--- config.mk ---
export PLATFORM = sky130hd
export DESIGN_NAME = pdr_top
export DESIGN_NICKNAME = d
export VERILOG_FILES = /design/src/verilog/pdr_pkg.sv /design/src/verilog/pdr_sync_if.sv /design/src/verilog/pdr_pin_sync.sv /design/src/verilog/pdr_top.sv
export VERILOG_INCLUDE_DIRS = /design/src /design/src/verilog
export SDC_FILE = /design/constraint.sdc
export NUM_CORES = 1
export LEC_CHECK = 0
export ABC_AREA = 1
export BUFFER_PORTS_ARGS = -buffer_cell sky130_fd_sc_hd__buf_2
export CAP_MARGIN = 20
export CORE_MARGIN = 4
export CORE_UTILIZATION = 55
export DETAILED_ROUTE_END_ITERATION = 8
export PLACE_DENSITY = 0.79
export SYNTH_ARGS = -nofsm -noshare
export SYNTH_HDL_FRONTEND = slang
export SYNTH_SLANG_ARGS = --single-unit
--- constraint.sdc ---
create_clock -name clk_sys -period 1.9 [get_ports clk_sys]
set_input_delay 0.285 -clock clk_sys [delete_from_list [all_inputs] [get_ports clk_sys]]
set_output_delay 0.285 -clock clk_sys [all_outputs]
set_load 0.02 [all_outputs]
--- src/verilog/pdr_cfg.svh ---
// Constants for the power-down and reset block
// Assumes inclusion by bare name from verilog/ files
`ifndef PDR_CFG_SVH
`define PDR_CFG_SVH
// ==========================================
// Timing
`define PDR_CLK_PERIOD_NS 10
`define PDR_RESET_MIN_NS 100
`define PDR_XPDLL_NS 24
`define PDR_XPDLL_MIN_CK 10
`define PDR_CPDED_CK 1
`define PDR_XP_CK 3
`define PDR_ANPD_CK 2
// ==========================================
// Command encoding {cs_n, ras_n, cas_n, we_n}
`define PDR_CMD_NOP 4'h7
`define PDR_CMD_ACT 4'h3
`define PDR_CMD_PRE 4'h2
`define PDR_CMD_RD 4'h5
`define PDR_CMD_WR 4'h4
`define PDR_CMD_REF 4'h1
`define PDR_CMD_MRS 4'h0
`define PDR_CS_BIT 3
`define PDR_PRE_ALL_BIT 10
`define PDR_EXIT_SEL_BIT 12
`define PDR_DLL_RST_BIT 8
// Pin levels out of system reset: {odt, reset_n, cke} = low, high, low
`define PDR_SYNC_RESET 3'h2
`define PDR_MR_NONE 3'h0
`define PDR_NBANK 8
`endif

--- src/verilog/pdr_pkg.sv ---
// Types for the power-down and reset block
// Assumes pdr_cfg.svh for numeric constants
`default_nettype none
package pdr_pkg;
   // ==========================================
   // Power state, one-hot
   typedef enum logic [4:0]
   {
      pdr_st_reset = 5'h01,
      pdr_st_run = 5'h02,
      pdr_st_act_pd = 5'h04,
      pdr_st_pre_fast = 5'h08,
      pdr_st_pre_slow = 5'h10
   } pdr_state_t;
endpackage
`default_nettype wire

--- src/verilog/pdr_sync_if.sv ---
// Interface carrying synchronised pin levels
// Assumes a single clk_sys domain
`timescale 1ns/1ns
`default_nettype none
interface pdr_sync_if;
   logic cke;
   logic reset_pin_n;
   logic odt;
   modport src (output cke, reset_pin_n, odt);
   modport dst (input cke, reset_pin_n, odt);
endinterface
`default_nettype wire

--- src/verilog/pdr_pin_sync.sv ---
// Three-stage pin synchroniser with agreement filter
// Assumes pins are asynchronous to clk_sys
`timescale 1ns/1ns
`default_nettype none
`include "pdr_cfg.svh"
module pdr_pin_sync
(
   input wire logic clk_sys,
   input wire logic resetn,
   input wire logic ce,
   input wire logic cke_pin,
   input wire logic reset_pin_n,
   input wire logic odt_pin,
   pdr_sync_if.src sync
);
   // ==========================================
   // Synchroniser chains
   logic [2:0] s1;
   logic [2:0] s2;
   logic [2:0] s3;
   logic [2:0] held;
   logic [2:0] next_held;
   // Hold old value until stages two and three agree
   assign next_held = (s2 & s3) | (held & (s2 | s3));
   assign sync.cke = held[0];
   assign sync.reset_pin_n = held[1];
   assign sync.odt = held[2];
   // Chain registers; reset to deasserted pin levels
   always_ff @(posedge clk_sys)
   begin
      if (!resetn)
      begin
         s1 <= `PDR_SYNC_RESET;
         s2 <= `PDR_SYNC_RESET;
         s3 <= `PDR_SYNC_RESET;
         held <= `PDR_SYNC_RESET;
      end
      else if (ce)
      begin
         s1 <= {odt_pin, reset_pin_n, cke_pin};
         s2 <= s1;
         s3 <= s2;
         held <= next_held;
      end
   end
endmodule
`default_nettype wire

--- src/verilog/pdr_top.sv ---
// Power-down entry/exit and reset logic of a DDR3 memory device
// Assumes controller drives pins; clk_sys stands in for the command clock
`timescale 1ns/1ns
`default_nettype none
`include "pdr_cfg.svh"
// Behaviour
// - Enter power-down when CKE sampled low with NOP or deselect.
// - Entry gates all buffers except clock, ODT, CKE, reset; NOPs till settled.
// - Open bank gives active power-down, all closed gives precharge power-down.
// - Exit speed bit 1 keeps DLL on; 0 switches it off.
// - DLL stays on in active power-down; exit always fast.
// - Reset low during power-down leaves it into reset state.
// - Exit when CKE sampled high with NOP; controller holds tCKE.
// - Slow-exit ODT asynchronous from entry to tANPD plus tXPDLL after exit.
// - Reset input acts whenever it goes low.
// - Reset held 100ns; outputs off, termination high impedance.
// - Reset clears all counters but refresh counters.
module pdr_top
   import pdr_pkg::*;
#(
   parameter int NBANK = `PDR_NBANK
)
(
   input wire logic clk_sys,
   input wire logic resetn,
   input wire logic ce,
   input wire logic cke_pin,
   input wire logic reset_pin_n,
   input wire logic odt_pin,
   input wire logic [3:0] cmd,
   input wire logic [2:0] bank_addr,
   input wire logic [12:0] addr,
   input wire logic [2:0] mr_sel,
   output pdr_pkg::pdr_state_t state,
   output logic in_power_down,
   output logic buffers_on,
   output logic dll_on,
   output logic odt_async,
   output logic outputs_enabled,
   output logic term_enabled,
   output logic dll_reset_needed,
   output logic [NBANK-1:0] bank_open,
   output logic [15:0] refresh_count
);
   import pdr_pkg::*;
   localparam int XPDLL_NS_CK = (`PDR_XPDLL_NS + `PDR_CLK_PERIOD_NS - 1) / `PDR_CLK_PERIOD_NS;
   localparam int XPDLL_CK = XPDLL_NS_CK > `PDR_XPDLL_MIN_CK ? XPDLL_NS_CK : `PDR_XPDLL_MIN_CK;
   localparam int RST_CK = (`PDR_RESET_MIN_NS + `PDR_CLK_PERIOD_NS - 1) / `PDR_CLK_PERIOD_NS;
   localparam int ASYNC_CK = `PDR_ANPD_CK + XPDLL_CK;

   // ==========================================
   // Synchronised pins
   pdr_sync_if sync ();
   pdr_pin_sync pdr_pin_sync_inst
   (
      .clk_sys(clk_sys),
      .resetn(resetn),
      .ce(ce),
      .cke_pin(cke_pin),
      .reset_pin_n(reset_pin_n),
      .odt_pin(odt_pin),
      .sync(sync)
   );

   // ==========================================
   // Command decode
   wire logic is_nop = cmd[`PDR_CS_BIT] || cmd == `PDR_CMD_NOP;
   wire logic is_act = cmd == `PDR_CMD_ACT;
   wire logic is_pre = cmd == `PDR_CMD_PRE;
   wire logic pre_all = is_pre && addr[`PDR_PRE_ALL_BIT];
   wire logic is_mrs = cmd == `PDR_CMD_MRS;
   wire logic is_ref = cmd == `PDR_CMD_REF;
   wire logic mr0_write = is_mrs && mr_sel == `PDR_MR_NONE;
   wire logic running = state == pdr_st_run;
   wire logic in_pd = state == pdr_st_act_pd || state == pdr_st_pre_fast || state == pdr_st_pre_slow;
   wire logic enter = running && !sync.cke && is_nop;
   wire logic leave = in_pd && sync.cke && is_nop;
   wire logic reset_low = !sync.reset_pin_n;
   // Command gate: commands are taken only in running state with CKE high
   wire logic cmd_ok = running && sync.cke && ce;

   // ==========================================
   // Exit speed and DLL tracking
   logic exit_fast;
   logic [5:0] async_cnt;
   logic [3:0] cpded_cnt;
   logic [7:0] rst_cnt;
   pdr_state_t next_state;

   // Open bank selects active, else the exit-speed bit picks fast or slow
   always_comb
   begin
      next_state = state;
      if (reset_low)
         next_state = pdr_st_reset;
      else if (state == pdr_st_reset)
      begin
         if (rst_cnt >= 8'(RST_CK))
            next_state = pdr_st_run;
      end
      else if (enter)
      begin
         if (|bank_open)
            next_state = pdr_st_act_pd;
         else if (exit_fast)
            next_state = pdr_st_pre_fast;
         else
            next_state = pdr_st_pre_slow;
      end
      else if (leave)
         next_state = pdr_st_run;
   end

   // State, output flags and counters
   always_ff @(posedge clk_sys)
   begin
      if (!resetn)
      begin
         state <= pdr_st_reset;
         in_power_down <= 1'b0;
         buffers_on <= 1'b0;
         dll_on <= 1'b0;
         odt_async <= 1'b0;
         outputs_enabled <= 1'b0;
         term_enabled <= 1'b0;
         dll_reset_needed <= 1'b0;
         exit_fast <= 1'b0;
         async_cnt <= 6'h00;
         cpded_cnt <= 4'h0;
         rst_cnt <= 8'h00;
      end
      else if (ce)
      begin
         state <= next_state;
         in_power_down <= next_state != pdr_st_run && next_state != pdr_st_reset;
         // Reset turns off drivers and termination at once
         outputs_enabled <= next_state == pdr_st_run;
         term_enabled <= next_state != pdr_st_reset && sync.odt;
         // Counters other than refresh cleared in reset
         rst_cnt <= state == pdr_st_reset ? rst_cnt + ((rst_cnt < 8'(RST_CK)) ? 8'h01 : 8'h00) : 8'h00;
         if (mr0_write && cmd_ok)
            exit_fast <= addr[`PDR_EXIT_SEL_BIT];
         // DLL off in reset and in slow precharge power-down
         dll_on <= next_state != pdr_st_reset && next_state != pdr_st_pre_slow;
         if (state == pdr_st_pre_slow && leave)
            dll_reset_needed <= 1'b0;
         else if (next_state == pdr_st_reset)
            dll_reset_needed <= 1'b1;
         else if (mr0_write && cmd_ok && addr[`PDR_DLL_RST_BIT])
            dll_reset_needed <= 1'b0;
         // Buffers gated a settle time after entry count dropped by reset
         if (next_state == pdr_st_reset)
            cpded_cnt <= 4'h0;
         else if (enter)
            cpded_cnt <= 4'(`PDR_CPDED_CK);
         else if (cpded_cnt != 4'h0)
            cpded_cnt <= cpded_cnt - 4'h1;
         buffers_on <= !(in_pd && cpded_cnt == 4'h0) && next_state != pdr_st_reset;
         // Async ODT window around slow precharge power-down
         if (next_state == pdr_st_pre_slow || next_state == pdr_st_reset)
            async_cnt <= next_state == pdr_st_reset ? 6'h00 : 6'(ASYNC_CK);
         else if (async_cnt != 6'h00)
            async_cnt <= async_cnt - 6'h01;
         odt_async <= next_state == pdr_st_pre_slow || (next_state == pdr_st_run && async_cnt > 6'h01);
      end
   end

   // ==========================================
   // Bank tracking (cleared by reset) and refresh counter (kept over reset)
   genvar gb;
   generate
      for (gb = 0; gb < NBANK; gb++)
      begin : g_bank
         always_ff @(posedge clk_sys)
         begin
            if (!resetn)
               bank_open[gb] <= 1'b0;
            else if (ce && reset_low)
               bank_open[gb] <= 1'b0;
            else if (cmd_ok && is_act && bank_addr == 3'(gb))
               bank_open[gb] <= 1'b1;
            else if (cmd_ok && (pre_all || (is_pre && bank_addr == 3'(gb))))
               bank_open[gb] <= 1'b0;
         end
      end
   endgenerate

   // Refresh counter survives the reset pin
   always_ff @(posedge clk_sys)
   begin
      if (!resetn)
         refresh_count <= 16'h0000;
      else if (cmd_ok && is_ref)
         refresh_count <= refresh_count + 16'h0001;
   end

   // ==========================================
   // Checks
   a_entry_on_nop: assert property (@(posedge clk_sys) disable iff (!resetn)
      (ce && running && !sync.cke && is_nop && sync.reset_pin_n) |=> in_power_down)
      else $error("power-down not entered");
   a_active_kind: assert property (@(posedge clk_sys) disable iff (!resetn)
      (ce && enter && |bank_open && sync.reset_pin_n) |=> state == pdr_st_act_pd)
      else $error("open bank not active power-down");
   a_slow_dll_off: assert property (@(posedge clk_sys) disable iff (!resetn)
      (state == pdr_st_pre_slow) |-> !dll_on)
      else $error("DLL on in slow power-down");
   a_active_dll_on: assert property (@(posedge clk_sys) disable iff (!resetn)
      (state == pdr_st_act_pd) |-> dll_on)
      else $error("DLL off in active power-down");
   a_reset_exits_pd: assert property (@(posedge clk_sys) disable iff (!resetn)
      (ce && in_pd && reset_low) |=> state == pdr_st_reset && !in_power_down)
      else $error("reset did not leave power-down");
   a_exit_on_cke: assert property (@(posedge clk_sys) disable iff (!resetn)
      (ce && leave && sync.reset_pin_n) |=> running && !in_power_down)
      else $error("power-down exit missed");
   a_async_odt_slow: assert property (@(posedge clk_sys) disable iff (!resetn)
      (state == pdr_st_pre_slow) |-> odt_async)
      else $error("ODT not async in slow power-down");
   a_reset_outputs: assert property (@(posedge clk_sys) disable iff (!resetn)
      (ce && reset_low) |=> !outputs_enabled && !term_enabled)
      else $error("outputs on during reset");
   a_reset_counter: assert property (@(posedge clk_sys) disable iff (!resetn)
      (ce && reset_low && state != pdr_st_reset) |=> rst_cnt == 8'h00 && cpded_cnt == 4'h0 && async_cnt == 6'h00)
      else $error("reset counter not cleared");
   a_bank_cleared: assert property (@(posedge clk_sys) disable iff (!resetn)
      (ce && reset_low) |=> bank_open == '0)
      else $error("banks not cleared");
endmodule
`default_nettype wire

* After elaboration in Yosys (flattened, before gate mapping)
Cells that the tools add are included.
** Cells by class
- Reduce and logical (&&, ||, !) cells :: 83
- Bitwise operators :: 5
- Magnitude comparators :: 3
- Add/sub/neg operators :: 4
- Eq/ne operators :: 22
- Mux-type cells :: 34
** Operator list (count)
- $logic_and 1x1->1 :: 44
- $mux 5 :: 7
- $mux 1 :: 20
- $reduce_bool 2->1 :: 9
- $add 16x1->16 const B :: 1
- $mux 4 :: 4
- $logic_or 1x1->1 :: 13
- $eq 3x3->1 const B :: 4
- $mux 6 :: 2
- $eq 5x1->1 const B :: 2
- $eq 5x2->1 const B :: 2
- $eq 5x5->1 const B :: 2
- $add 8x1->8 :: 1
- $eq 4x2->1 const B :: 2
- $ge 8x4->1 const B :: 1
- $logic_not 4->1 :: 2
- $lt 8x4->1 const B :: 1
- $mux 8 :: 1
- $reduce_and 2->1 :: 4
- $reduce_or 8->1 :: 1
- $and 3x3->3 :: 2
- $eq 3x2->1 const B :: 2
- $gt 6x1->1 const B :: 1
- $logic_not 3->1 :: 2
- other kinds (17) :: 21
** Word-level totals
- Flip-flop bits (word level) :: 67
- Logic and storage cells :: 176
- Output and inout port bits :: 36

* Longest topological paths before layout
Gate-level depths: netlist of the first run.
- Depth in word-level cells :: 13
- Depth in mapped cells :: 16
- Depth with buffers taken out :: 16

* Hierarchy
From an unflattened synthesis of the first run, not the netlist that was laid out.
** Second synthesis, totals
- Cell total of the unflattened synthesis :: 490
- Area, all modules :: 3428.3 um2
** Modules (own cells, without submodules)
- pdr_top :: cells an instance 427, seq. area each 1101.1 um2, area each 2955.3 um2, instances 1
- pdr_pin_sync :: cells an instance 63, seq. area each 240.2 um2, area each 473.0 um2, instances 1

* Worst setup path after synthesis of the first run
OpenSTA, ideal clock, no wires.
- Kind :: register to register
- Start point :: reg state[2]
- End point :: reg refresh_count[15]
- Library setup time :: 115 ps
- Setup slack :: 102 ps
- Path buffers :: 0
- Required time :: 1785 ps
- Stages on the path, launching flop included :: 13
- Data arrival time :: 1683 ps
- Path through :: dfxtp_1 -> nor2_4 -> nand4_4 -> nor2_4 -> nand2_4 -> nor3_4 -> nand3_2 -> nor2_4 -> nand2_2 -> nor2_4 -> nand2_1 -> o21ai_1 -> nor2_1
** Between the ends
- Longest elaborated chain between the ends :: 4
** Ends and longest elaborated chain
- start: declaration :: line pdr_top.sv:34 : output pdr_pkg::pdr_state_t state,
- start signal: assignment :: line pdr_top.sv:119 : state <= pdr_st_reset;
- start signal: assignment :: line pdr_top.sv:134 : state <= next_state;
- $eq 5x2->1 :: line pdr_top.sv:74 : wire logic running = state == pdr_st_run;
- $logic_and 1x1->1 (2 in a row) :: line pdr_top.sv:80 : wire logic cmd_ok = running && sync.cke && ce;
- $logic_and 1x1->1 :: line pdr_top.sv:193 : else if (cmd_ok && is_ref)
- end signal: assignment :: line pdr_top.sv:194 : refresh_count <= refresh_count + 16'h0001;
- end: declaration :: line pdr_top.sv:43 : output logic [15:0] refresh_count
Every way passes these cells.
A chain may end at the register's enable or synchronous reset.

* Worst setup path after layout of the first run
- Start point :: reg rst_cnt[6]
- End point :: reg async_cnt[2]
** Between the ends
- Longest elaborated chain between the ends :: 8
- Elaborated cells between the ends (all ways) :: 11
** Ends and longest elaborated chain
- start: declaration :: line pdr_top.sv:87 : logic [7:0] rst_cnt;
- start signal: assignment :: line pdr_top.sv:140 : rst_cnt <= state == pdr_st_reset ? rst_cnt + ((rst_cnt < 8'(RST_CK)) ? 8'h01 : 8'h00) : 8'h00;
- $ge 8x4->1 (*) :: line pdr_top.sv:98 : if (rst_cnt >= 8'(RST_CK))
- $mux 5 (*) :: line pdr_top.sv:98
- $mux 5 (*) :: line pdr_top.sv:96 : else if (state == pdr_st_reset)
- $mux 5 (*) :: line pdr_top.sv:94 : if (reset_low)
- $eq 5x5->1 / $eq 5x1->1 (equally long branches) :: line pdr_top.sv:160, pdr_top.sv:161
- $logic_or 1x1->1 :: line pdr_top.sv:160 : if (next_state == pdr_st_pre_slow || next_state == pdr_st_reset)
- $reduce_bool 2->1 (no line)
- $reduce_and 2->1 (no line)
- end signal: assignment :: line pdr_top.sv:161 : async_cnt <= next_state == pdr_st_reset ? 6'h00 : 6'(ASYNC_CK);
- end signal: assignment :: line pdr_top.sv:163 : async_cnt <= async_cnt - 6'h01;
- end: declaration :: line pdr_top.sv:85 : logic [5:0] async_cnt;
Mark *: on every way between the ends. The rest lies on a longest branch, timed or not.

==> out/metrics.yaml, run 1 <==
wl_per_cell_um: 13.3
power.switching_w: 0.00106
grt_max_degree: 31
core_area_um2: 6030
cts_sinks: 67
p_sw_frac: 0.289
synth_top_family_by_area: "simple AND/OR/NAND/NOR gates"
yosys.area_share.simple: 0.325
nets: 597
overflow: 0
n_antenna_cell: 0
p_clk_frac: 0.401
drc_errors: 0
root_buffer: "clkbuf_8"
chipWidth_um: 87.6
cts_hold_buf: 0
rsz0062_at_grt: "yes"
postRouteAntennaNets: 0
synth.area.mux_share: 0
routed_via_density: 5.32
synth_compound_area_frac: 0.169
drt_wl_total_mm: 8.52
netlist_instances: 478
grt_util_all_layers: 0.223
htreeDepth: 3
yosysSeqAreaShare: 0.385
ir_worst_vdd_mv: 0.697
area_delta_synth_final_pct: 28.3
combPwrFrac: 0.183
row_count: 28
cts_tree: "built"
placed_area_um2: 3940
clk-insertion-delay-late_ps: 350
synth_top_area_cell: "dfxtp_1"
critical_path_required_ps: 2150
synth_nets: 513
grt_pass1_wl_mm: 13.7
vias: 3414
finalCritPeriodShare: 1.02
synth_seq_cells: 67
start_util: 0.578
hp-class: "in -> reg"
skew_ps: 10.9
tightestPinTransition_ps: 656
crit_path_max_incr_delay_ps: 330
drive_above_1_share: 0.328
port_buffers: 54
netlist_area_um2: 3480
slew_violations: 0
period_minus_slack_ps: 1930
setup_violations: 4
yosys_warnings: 0
synth-async-reset-ratio: 0
synthTopCellsByCount: "nand2_1 (83), dfxtp_1 (67), nor2_1 (54)"
synth_fa_ha_area_frac: 0.0216
path_buf_inv: 3
firstDrtPassIters: 4
io_pins: 65
utilization: 0.742
clkTransAtPathRegs_ps: 80
clockBufferDepth: 2
hold_violations: 0
worstPathArrival_ps: 2180
outcome: "finished, violations left"
synth_area_leaders: "dfxtp_1 (39%), nand2_1 (8.9%), a21oi_1 (5.9%), nor2_1 (5.8%), o21ai_0 (5.3%)"
ys_types: 44
synthFlopType: "dfxtp_1"
power_leakage_nw: 1.98
drt-initial-drc-count: 173
tns_ps: -101
power_density_nw_per_um2: 823
final_area_um2: 4470
violations: "setup timing"
cap_violations: 0
cts_buffers: 9
gp_congestion: 0.875
path_delay_family: "simple AND/OR/NAND/NOR gates"
die_area_um2: 7670
die_h_um: 87.6
grt_pass1_vias: 3201
cp_max_fo: 3
synth_most_common_cell: "nand2_1"
synth_edf_count: 0
synth_top_area_frac: 0.385
antenna_found_initial: 0
synthXorXnorAreaFrac: 0.0201
slew_headroom: 0.560
start_kind: "flip-flop"
path_class: "reg -> reg"
cp_slowest_cell: "dfxtp_2"
syn_area_per_cell_um2: 7.29
seq_power_share: 0.416
crit_chain: "inv_2 -> nand4_1 -> nor2_4 -> buf_4 -> nor2_1 -> o21ai_1 -> inv_1 -> nand3b_1 -> nor2_2 -> nor2_1 -> nand3_1 -> nand2_1 -> nor2_2"
intPower_w: 0.00261
setup_ws_ps: -30.6
end_kind: "flip-flop"
max_freq_mhz: 518
hpwl_mm: 5.86
==> registers in the layout, indices dropped and copies added, names as in the netlist <==
register / flops
async_cnt: 6
bank_open: 8
buffers_on: 1
cpded_cnt: 4
dll_on: 1
dll_reset_needed: 1
exit_fast: 1
in_power_down: 1
odt_async: 1
outputs_enabled: 1
pdr_pin_sync_inst.held: 3
pdr_pin_sync_inst.s1: 3
pdr_pin_sync_inst.s2: 3
pdr_pin_sync_inst.s3: 3
refresh_count: 16
rst_cnt: 8
state: 5
term_enabled: 1
==> power groups by stage <==
| stage | logic, W | clock network (W) | registers (W) |
|---|---|---|---|
| floorplan | 0.000462 | 0 | 0.00157 |
| global placement | 0.000610 | 0 | 0.00155 |
| detailed placement | 0.000625 | 0 | 0.00156 |
| CTS | 0.000629 | 0.00149 | 0.00153 |
| global route | 0.000761 | 0.00156 | 0.00154 |
| finish | 0.000674 | 0.00147 | 0.00153 |
==> worst paths after layout <==
path | from | to | slack [ps] | cells after the start
max | rst_cnt[6] | async_cnt[2] | -30 | 13
min | reset_pin_n | pdr_pin_sync_inst.s1[1] | 140 | 3
max reg2reg | rst_cnt[6] | async_cnt[2] | -30 | 13
min reg2reg | pdr_pin_sync_inst.s2[1] | pdr_pin_sync_inst.s2[1] | 460 | 2
==> metal layers <==
layer,vias up,track usage,wire [um]
met4,0,0.0921,144
li1,1752,-,-
met2,68,0.385,4300
met3,12,0.0442,354
met1,1582,0.272,3720
met5,-,0,0
==> timing repair <==
action | in CTS | in global routing
setup buffers | 0 | 12
resized for setup | 0 | 53
setup endpoints to repair | 0 | 24
==> layout by cell type, fill, tap and decap left out, drive strengths merged <==
master and instances:
nand2 91, and3 1, dfxtp 67, clkbuf 9, o21ai 47, xnor2 1
nor2 65, ha 6, nand3b 2, nor3 26, nand3 21, xor2 7
o21bai 2, bufinv 3, o31ai 1, nand4 9, clkinv 3, o21a 2
buf 84, nor4 3, a21oi 43, a22oi 1, a211oi 4, o211ai 2
a31oi 2, nor3b 3, inv 62
==> cell families (layout without fill, tap and decap cells) <==
logic type / after synthesis / in the layout
compound gates: 104 / 104
xor+xnor: 8 / 8
fa+ha+maj: 6 / 6
buf+inv: 72 / 161
flops: 67 / 67
simple gates: 221 / 221
==> worst register-to-register path: stages, from the launching register on <==
cell	delay [ps]
dfxtp_2	330
inv_2	60
nand4_1	160
nor2_4	230
buf_4	150
nor2_1	40
o21ai_1	210
inv_1	120
nand3b_1	130
nor2_2	50
nor2_1	130
nand3_1	100
nand2_1	80
nor2_2	40
==> stage by stage <==
stage                     hold WS [ps]  total power [W]  setup WS [ps]  instances
after global routing               135          0.00386           -183        642
after floorplan                    411          0.00203            102        478
after global placement             441          0.00216           57.4        614
after detailed placement           443          0.00218           19.7        614
after CTS                          132          0.00364           3.14        630
final                              143          0.00368          -30.6        642
==> cell type report <==
class                   instances  area, um^2
multi-input cells             339        2050
flip-flops and latches         67        1350
inverters                      61         229
fillers                       478        1560
well taps                      75        93.8
clock buffers                   9         124
repair buffers                 84         495
clock inverters                 7         125
Note: power is estimated with default switching activity, not from simulation.
==> run 2: changes to the inputs <==
- PLACE_DENSITY: 0.79 -> 0.85
==> out/metrics.yaml, run 2 (same netlist as run 1, synthesis figures left out) <==
grt_pass1_vias: 3378  # +5.5%
cts_buffers: 9  # unchanged
n_antenna_cell: 0  # unchanged
nets: 600  # +0.50%
die_area_um2: 7670  # unchanged
dp.cells: 611  # -0.49%
slew_headroom: 0.533  # -0.0265
root_buffer: "clkbuf_8"
clkTransAtPathRegs_ps: 80  # about the same
clk-insertion-delay-late_ps: 350  # about the same
drive_above_1_share: 0.339  # +0.0106
die_h_um: 87.6  # unchanged
overflow: 0  # unchanged
slew_violations: 0  # unchanged
postRouteAntennaNets: 0  # unchanged
grt_max_degree: 30  # -3.2%
stdcell_count: 645  # +0.47%
cts_tree: "built"
path_class: "reg -> reg"
cts_sinks: 67  # unchanged
critical_path_required_ps: 2130  # -20 ps
tightestPinTransition_ps: 696  # +39.5 ps
hp-class: "in -> reg"
grt_pass1_wl_mm: 15.0  # +9.3%
layout_commonest_cell: "nand2_1"
end_kind: "flip-flop"
start_kind: "flip-flop"
fill_cells: 446  # -6.7%
power_density_nw_per_um2: 823  # about the same
cap_violations: 0  # unchanged
finalCritPeriodShare: 1.05  # +0.0310
tns_ps: -549  # -448 ps
utilization: 0.745  # +0.00312
hold_violations: 0  # unchanged
chipWidth_um: 87.6  # unchanged
hpwl_mm: 6.19  # +5.5%
regMostFlops: "refresh_count"
drt-initial-drc-count: 254  # +47%
skew_ps: 14.6  # +3.70 ps
io_pins: 65  # unchanged
largestRegisters: "refresh_count (16), bank_open (8), rst_cnt (8)"
setup_ws_ps: -89.5  # -58.9 ps
power_w: 0.00369  # +0.40%
rsz0062_at_grt: "yes"
routed_via_density: 5.62  # +5.8%
area_delta_synth_final_pct: 28.8
power_leakage_nw: 2.03  # +2.3%
ff_latch_area_um2: 1360  # +0.28%
core_area_um2: 6030  # unchanged
row_count: 28  # unchanged
multi_input_area_um2: 2040  # -0.55%
antenna_found_initial: 0  # unchanged
violations: "setup timing"
gp_congestion: 0.881  # +0.72%
htreeDepth: 3  # unchanged
ir_worst_vdd_mv: 0.625  # -10%
period_minus_slack_ps: 1990  # +58.9 ps
holdWs_ps: 163  # +20.0 ps
start_util: 0.578  # unchanged
clockBufferDepth: 2  # unchanged
wl_per_cell_um: 15.6  # +18%
grt_util_all_layers: 0.244  # +0.0208
worstPathArrival_ps: 2210  # +30 ps
outcome: "finished, violations left"
largest_reg_flops: 16  # unchanged
drt_wl_total_mm: 10.1  # +18%
vias: 3628  # +6.3%
max_freq_mhz: 503  # -3.0%
firstDrtPassIters: 5  # +1
setup_violations: 10  # +6
drc_errors: 0  # unchanged
final_cell_mix: "nand2_1 (76), dfxtp_1 (57), buf_2 (54)"
port_buffers: 54  # unchanged
cp_max_fo: 6  # +3
==> run 2: changes by cell type in the layout (fill, tap and decap cells not counted), sizes merged <==
cell / previous run / this run
buf: 84 / 87
clkbuf: 9 / 10
clkinv: 3 / 2
==> run 2: metrics by stage <==
| step | setup slack [ps] | instance area, um^2 |
|---|---|---|
| 5_1_grt | -215 | 4490 |
| 3_3_place_gp | 45.5 | 3910 |
| 6_report | -89.5 | 4490 |
| 2_1_floorplan | 102 | 3480 |
| 4_1_cts | 1.29 | 4180 |
| 3_5_place_dp | -5.72 | 3910 |
==> run 2: worst max-delay path: stages, from the launching register on <==
cell	delay, ps
dfxtp_4	360
nor2_4	170
nand4_4	150
buf_12	160
nor2_8	120
inv_2	50
nand2_1	60
nand2_1	100
a21oi_4	190
nand3_4	130
nand3_4	130
nand2_4	80
nand2_1	100
a21oi_2	50
==> run 2: path summary, 6_finish.rpt <==
path / start / cells past startpoint / slack [ps] / to
setup / recovery: state[2] / 13 / -90 / async_cnt[1]
setup reg to reg: state[2] / 13 / -90 / async_cnt[1]
hold / removal: odt_pin / 3 / 160 / pdr_pin_sync_inst.s1[2]
hold reg to reg: dll_on / 2 / 470 / dll_on
==> run 2: repair_timing <==
item	CTS	global route
endpoints found under the hold margin	0	0
pin swaps	3	21
buffers inserted	2	16
endpoints found under the setup margin	5	20
gates resized for setup	7	49
hold buffers	0	0
==> run 2: final cells by class <==
type                       count  share of cell area
inverter                      61              0.0510
tap                           75              0.0209
sequential                    67               0.302
clock inverter                 6              0.0251
multi-input combinational    339               0.454
clock buffer                  10              0.0284
timing repair buffer          87               0.118
==> run 2: where the power goes <==
part / leakage (nW) / switching, W / internal (W) / total (W)
registers: 0.549 / 0.0000592 / 0.00147 / 0.00153
clock network: 0.121 / 0.000571 / 0.000877 / 0.00145
logic: 1.36 / 0.000445 / 0.000268 / 0.000713
total: 2.03 / 0.00107 / 0.00262 / 0.00369
==> run 2: per-layer routing <==
metal / share of wire / GRT usage
met5: 0 / 0
met4: 0.029 / 0.0739
met3: 0.051 / 0.0677
met2: 0.53 / 0.442
met1: 0.39 / 0.278
==> run 3: changes to the inputs <==
- CORE_MARGIN: 4 -> 2
- clock period: 1.9 -> 1.97 ns (I/O delays scaled with it)
==> out/metrics.yaml, run 3 (same netlist as run 1, synthesis figures left out) <==
setup_violations: 0  # -10
grt_pass1_vias: 3279  # -2.9%
cts_tree: "built"
stdcell_count: 634  # -1.7%
rsz0062_at_grt: "yes"
gp_congestion: 0.885  # +0.48%
clockBufferDepth: 2  # unchanged
combPwrFrac: 0.200  # +0.007
cpMostUsedCell: "nor2_4"
hpwl_mm: 5.89  # -4.8%
whs_endpoint: "pdr_pin_sync_inst.s1[1]"
die_area_um2: 6990  # -8.9%
cts_sinks: 67  # unchanged
path_delay_family: "simple AND/OR/NAND/NOR gates"
root_buffer: "clkbuf_8"
postRouteAntennaNets: 0  # unchanged
row_count: 28  # unchanged
critical_path_required_ps: 2230  # +100 ps
cts_hold_buf: 0  # unchanged
largest_reg_flops: 16  # unchanged
chipWidth_um: 83.6  # -4.6%
seq_power_share: 0.450  # +0.035
min-delay-start: "reset_pin_n"
end_kind: "flip-flop"
p_clk_frac: 0.350  # -0.042
largestRegisters: "refresh_count (16), bank_open (8), rst_cnt (8)"
holdPathStages: 3  # unchanged
holdWs_ps: 146  # -17.1 ps
drive_above_1_share: 0.288  # -0.0506
cap_violations: 0  # unchanged
drc_errors: 0  # unchanged
vias: 3461  # -4.6%
crit_chain: "nor2_4 -> nand4_4 -> nor2_4 -> nand2_4 -> nor2_4 -> nand3_2 -> nor4_4 -> nand4_1 -> o21ai_1 -> nor2_1"
crit_path_max_incr_delay_ps: 350  # about the same
htreeDepth: 3  # unchanged
intPower_w: 0.00228  # -13%
hold_violations: 0  # unchanged
reg2regPathDepth: 10  # -3
clk-insertion-delay-late_ps: 350  # about the same
cp_max_fo: 6  # unchanged
finalCritPeriodShare: 0.977  # -0.0700
rr_startpoint: "state[3]"
outcome: "completed"
wl_per_cell_um: 13.4  # -14%
routed_via_density: 5.46  # -2.9%
path_buf_inv: 0  # -2
tightestPinTransition_ps: 486  # -210 ps
slew_headroom: 0.674  # +0.141
start_util: 0.578  # unchanged
dp.cells: 611  # unchanged
final_area_um2: 4280  # -4.7%
period_minus_slack_ps: 1920  # -64.6 ps
skew_ps: 7.51  # -7.11 ps
worst-path-stages: 10  # -3
drt_wl_total_mm: 8.49  # -16%
grt_pass1_wl_mm: 14.2  # -5.2%
placed_area_um2: 3930  # +0.32%
core_area_um2: 6030  # unchanged
power_w: 0.00328  # -11%
grt_util_all_layers: 0.245  # +0.00121
power_leakage_nw: 1.87  # -7.9%
area_delta_synth_final_pct: 22.7
grt_max_degree: 21  # -30%
overflow: 0  # unchanged
slew_violations: 0  # unchanged
power_density_nw_per_um2: 768  # -6.7%
ir_worst_vdd_mv: 0.656  # +5.0%
r2r_slack_ps: 50  # +130 ps
hp-class: "in -> reg"
start_kind: "flip-flop"
nets: 589  # -1.8%
die_h_um: 83.6  # -4.6%
io_pins: 65  # unchanged
port_buffers: 54  # unchanged
n_antenna_cell: 0  # unchanged
power.switching_w: 0.00100  # -6.7%
layout_commonest_cell: "nand2_1"
p_sw_frac: 0.305  # +0.0144
antenna_found_initial: 0  # unchanged
clkTransAtPathRegs_ps: 70  # about the same
regMostFlops: "refresh_count"
path_class: "reg -> reg"
regToRegEndpoint: "refresh_count[13]"
max_freq_mhz: 520  # +3.4%
drt-initial-drc-count: 160  # -37%
firstDrtPassIters: 6  # +1
worstPathArrival_ps: 2180  # -30 ps
final_cell_mix: "nand2_1 (79), dfxtp_1 (63), buf_2 (54)"
cp_slowest_cell: "dfxtp_2"
cts_buffers: 9  # unchanged
[run 3: changes by cell type in the layout (fill, tap and decap cells not counted), moves of 3 or more]
cell and change:
buf_4 -11, dfxtp_1 +6, dfxtp_2 -5, inv_1 +5, inv_2 -5, nand2_1 +3
[run 3: how the worst max path moves through the flow]
| stage | slack, ps | endpoint | start |
|---|---|---|---|
| global route | -90 | rst_cnt[7] | rst_cnt[7] |
| floorplan | 170 | refresh_count[15] | state[2] |
| finish | 50 | refresh_count[13] | state[3] |
| CTS | 40 | refresh_count[13] | state[2] |
| global placement | 100 | refresh_count[13] | cmd[3] |
| detailed placement | 50 | refresh_count[13] | cmd[3] |
[run 3: final cells by class]
class | instances | area [um^2]
Multi-Input combinational cell | 339 | 1960
Fill cell | 472 | 1750
Sequential cell | 67 | 1350
Timing Repair Buffer | 76 | 448
Inverter | 61 | 229
Clock buffer | 11 | 141
Tap cell | 75 | 93.8
Clock inverter | 5 | 52.6
[run 3: through the flow]
stage	setup slack, ps	util	setup TNS, ps
6_report	45.1	0.710	0
4_1_cts	39.9	0.684	0
2_1_floorplan	172	-	0
5_1_grt	-93.8	0.710	-522
3_3_place_gp	98.3	0.651	0
3_5_place_dp	52.4	0.651	0
[run 3: power by group through the flow]
stage,combinational (W),sequential [W],clock (W)
after floorplan,0.000445,0.00151,0
after global placement,0.000587,0.00150,0
after detailed placement,0.000613,0.00150,0
after CTS,0.000618,0.00147,0.00116
after global routing,0.000744,0.00148,0.00123
final,0.000657,0.00148,0.00115
[run 3: metal layers]
layer / global-route usage / up-vias / wire length [um]
li1: - / 1730 / -
met5: 0 / - / 0
met3: 0.0890 / 11 / 500
met1: 0.282 / 1634 / 3540
met4: 0.0704 / 0 / 108
met2: 0.428 / 86 / 4340
[run 3: tightest hold or removal path: stages]
cell and delay [ps]:
buf_2 70, nand2_1 40, nand3_1 60
[run 3: timing repair]
action	CTS	global route
setup endpoints to repair	0	18
resized for setup	0	29
setup buffers	0	7
hold endpoints to repair	0	0
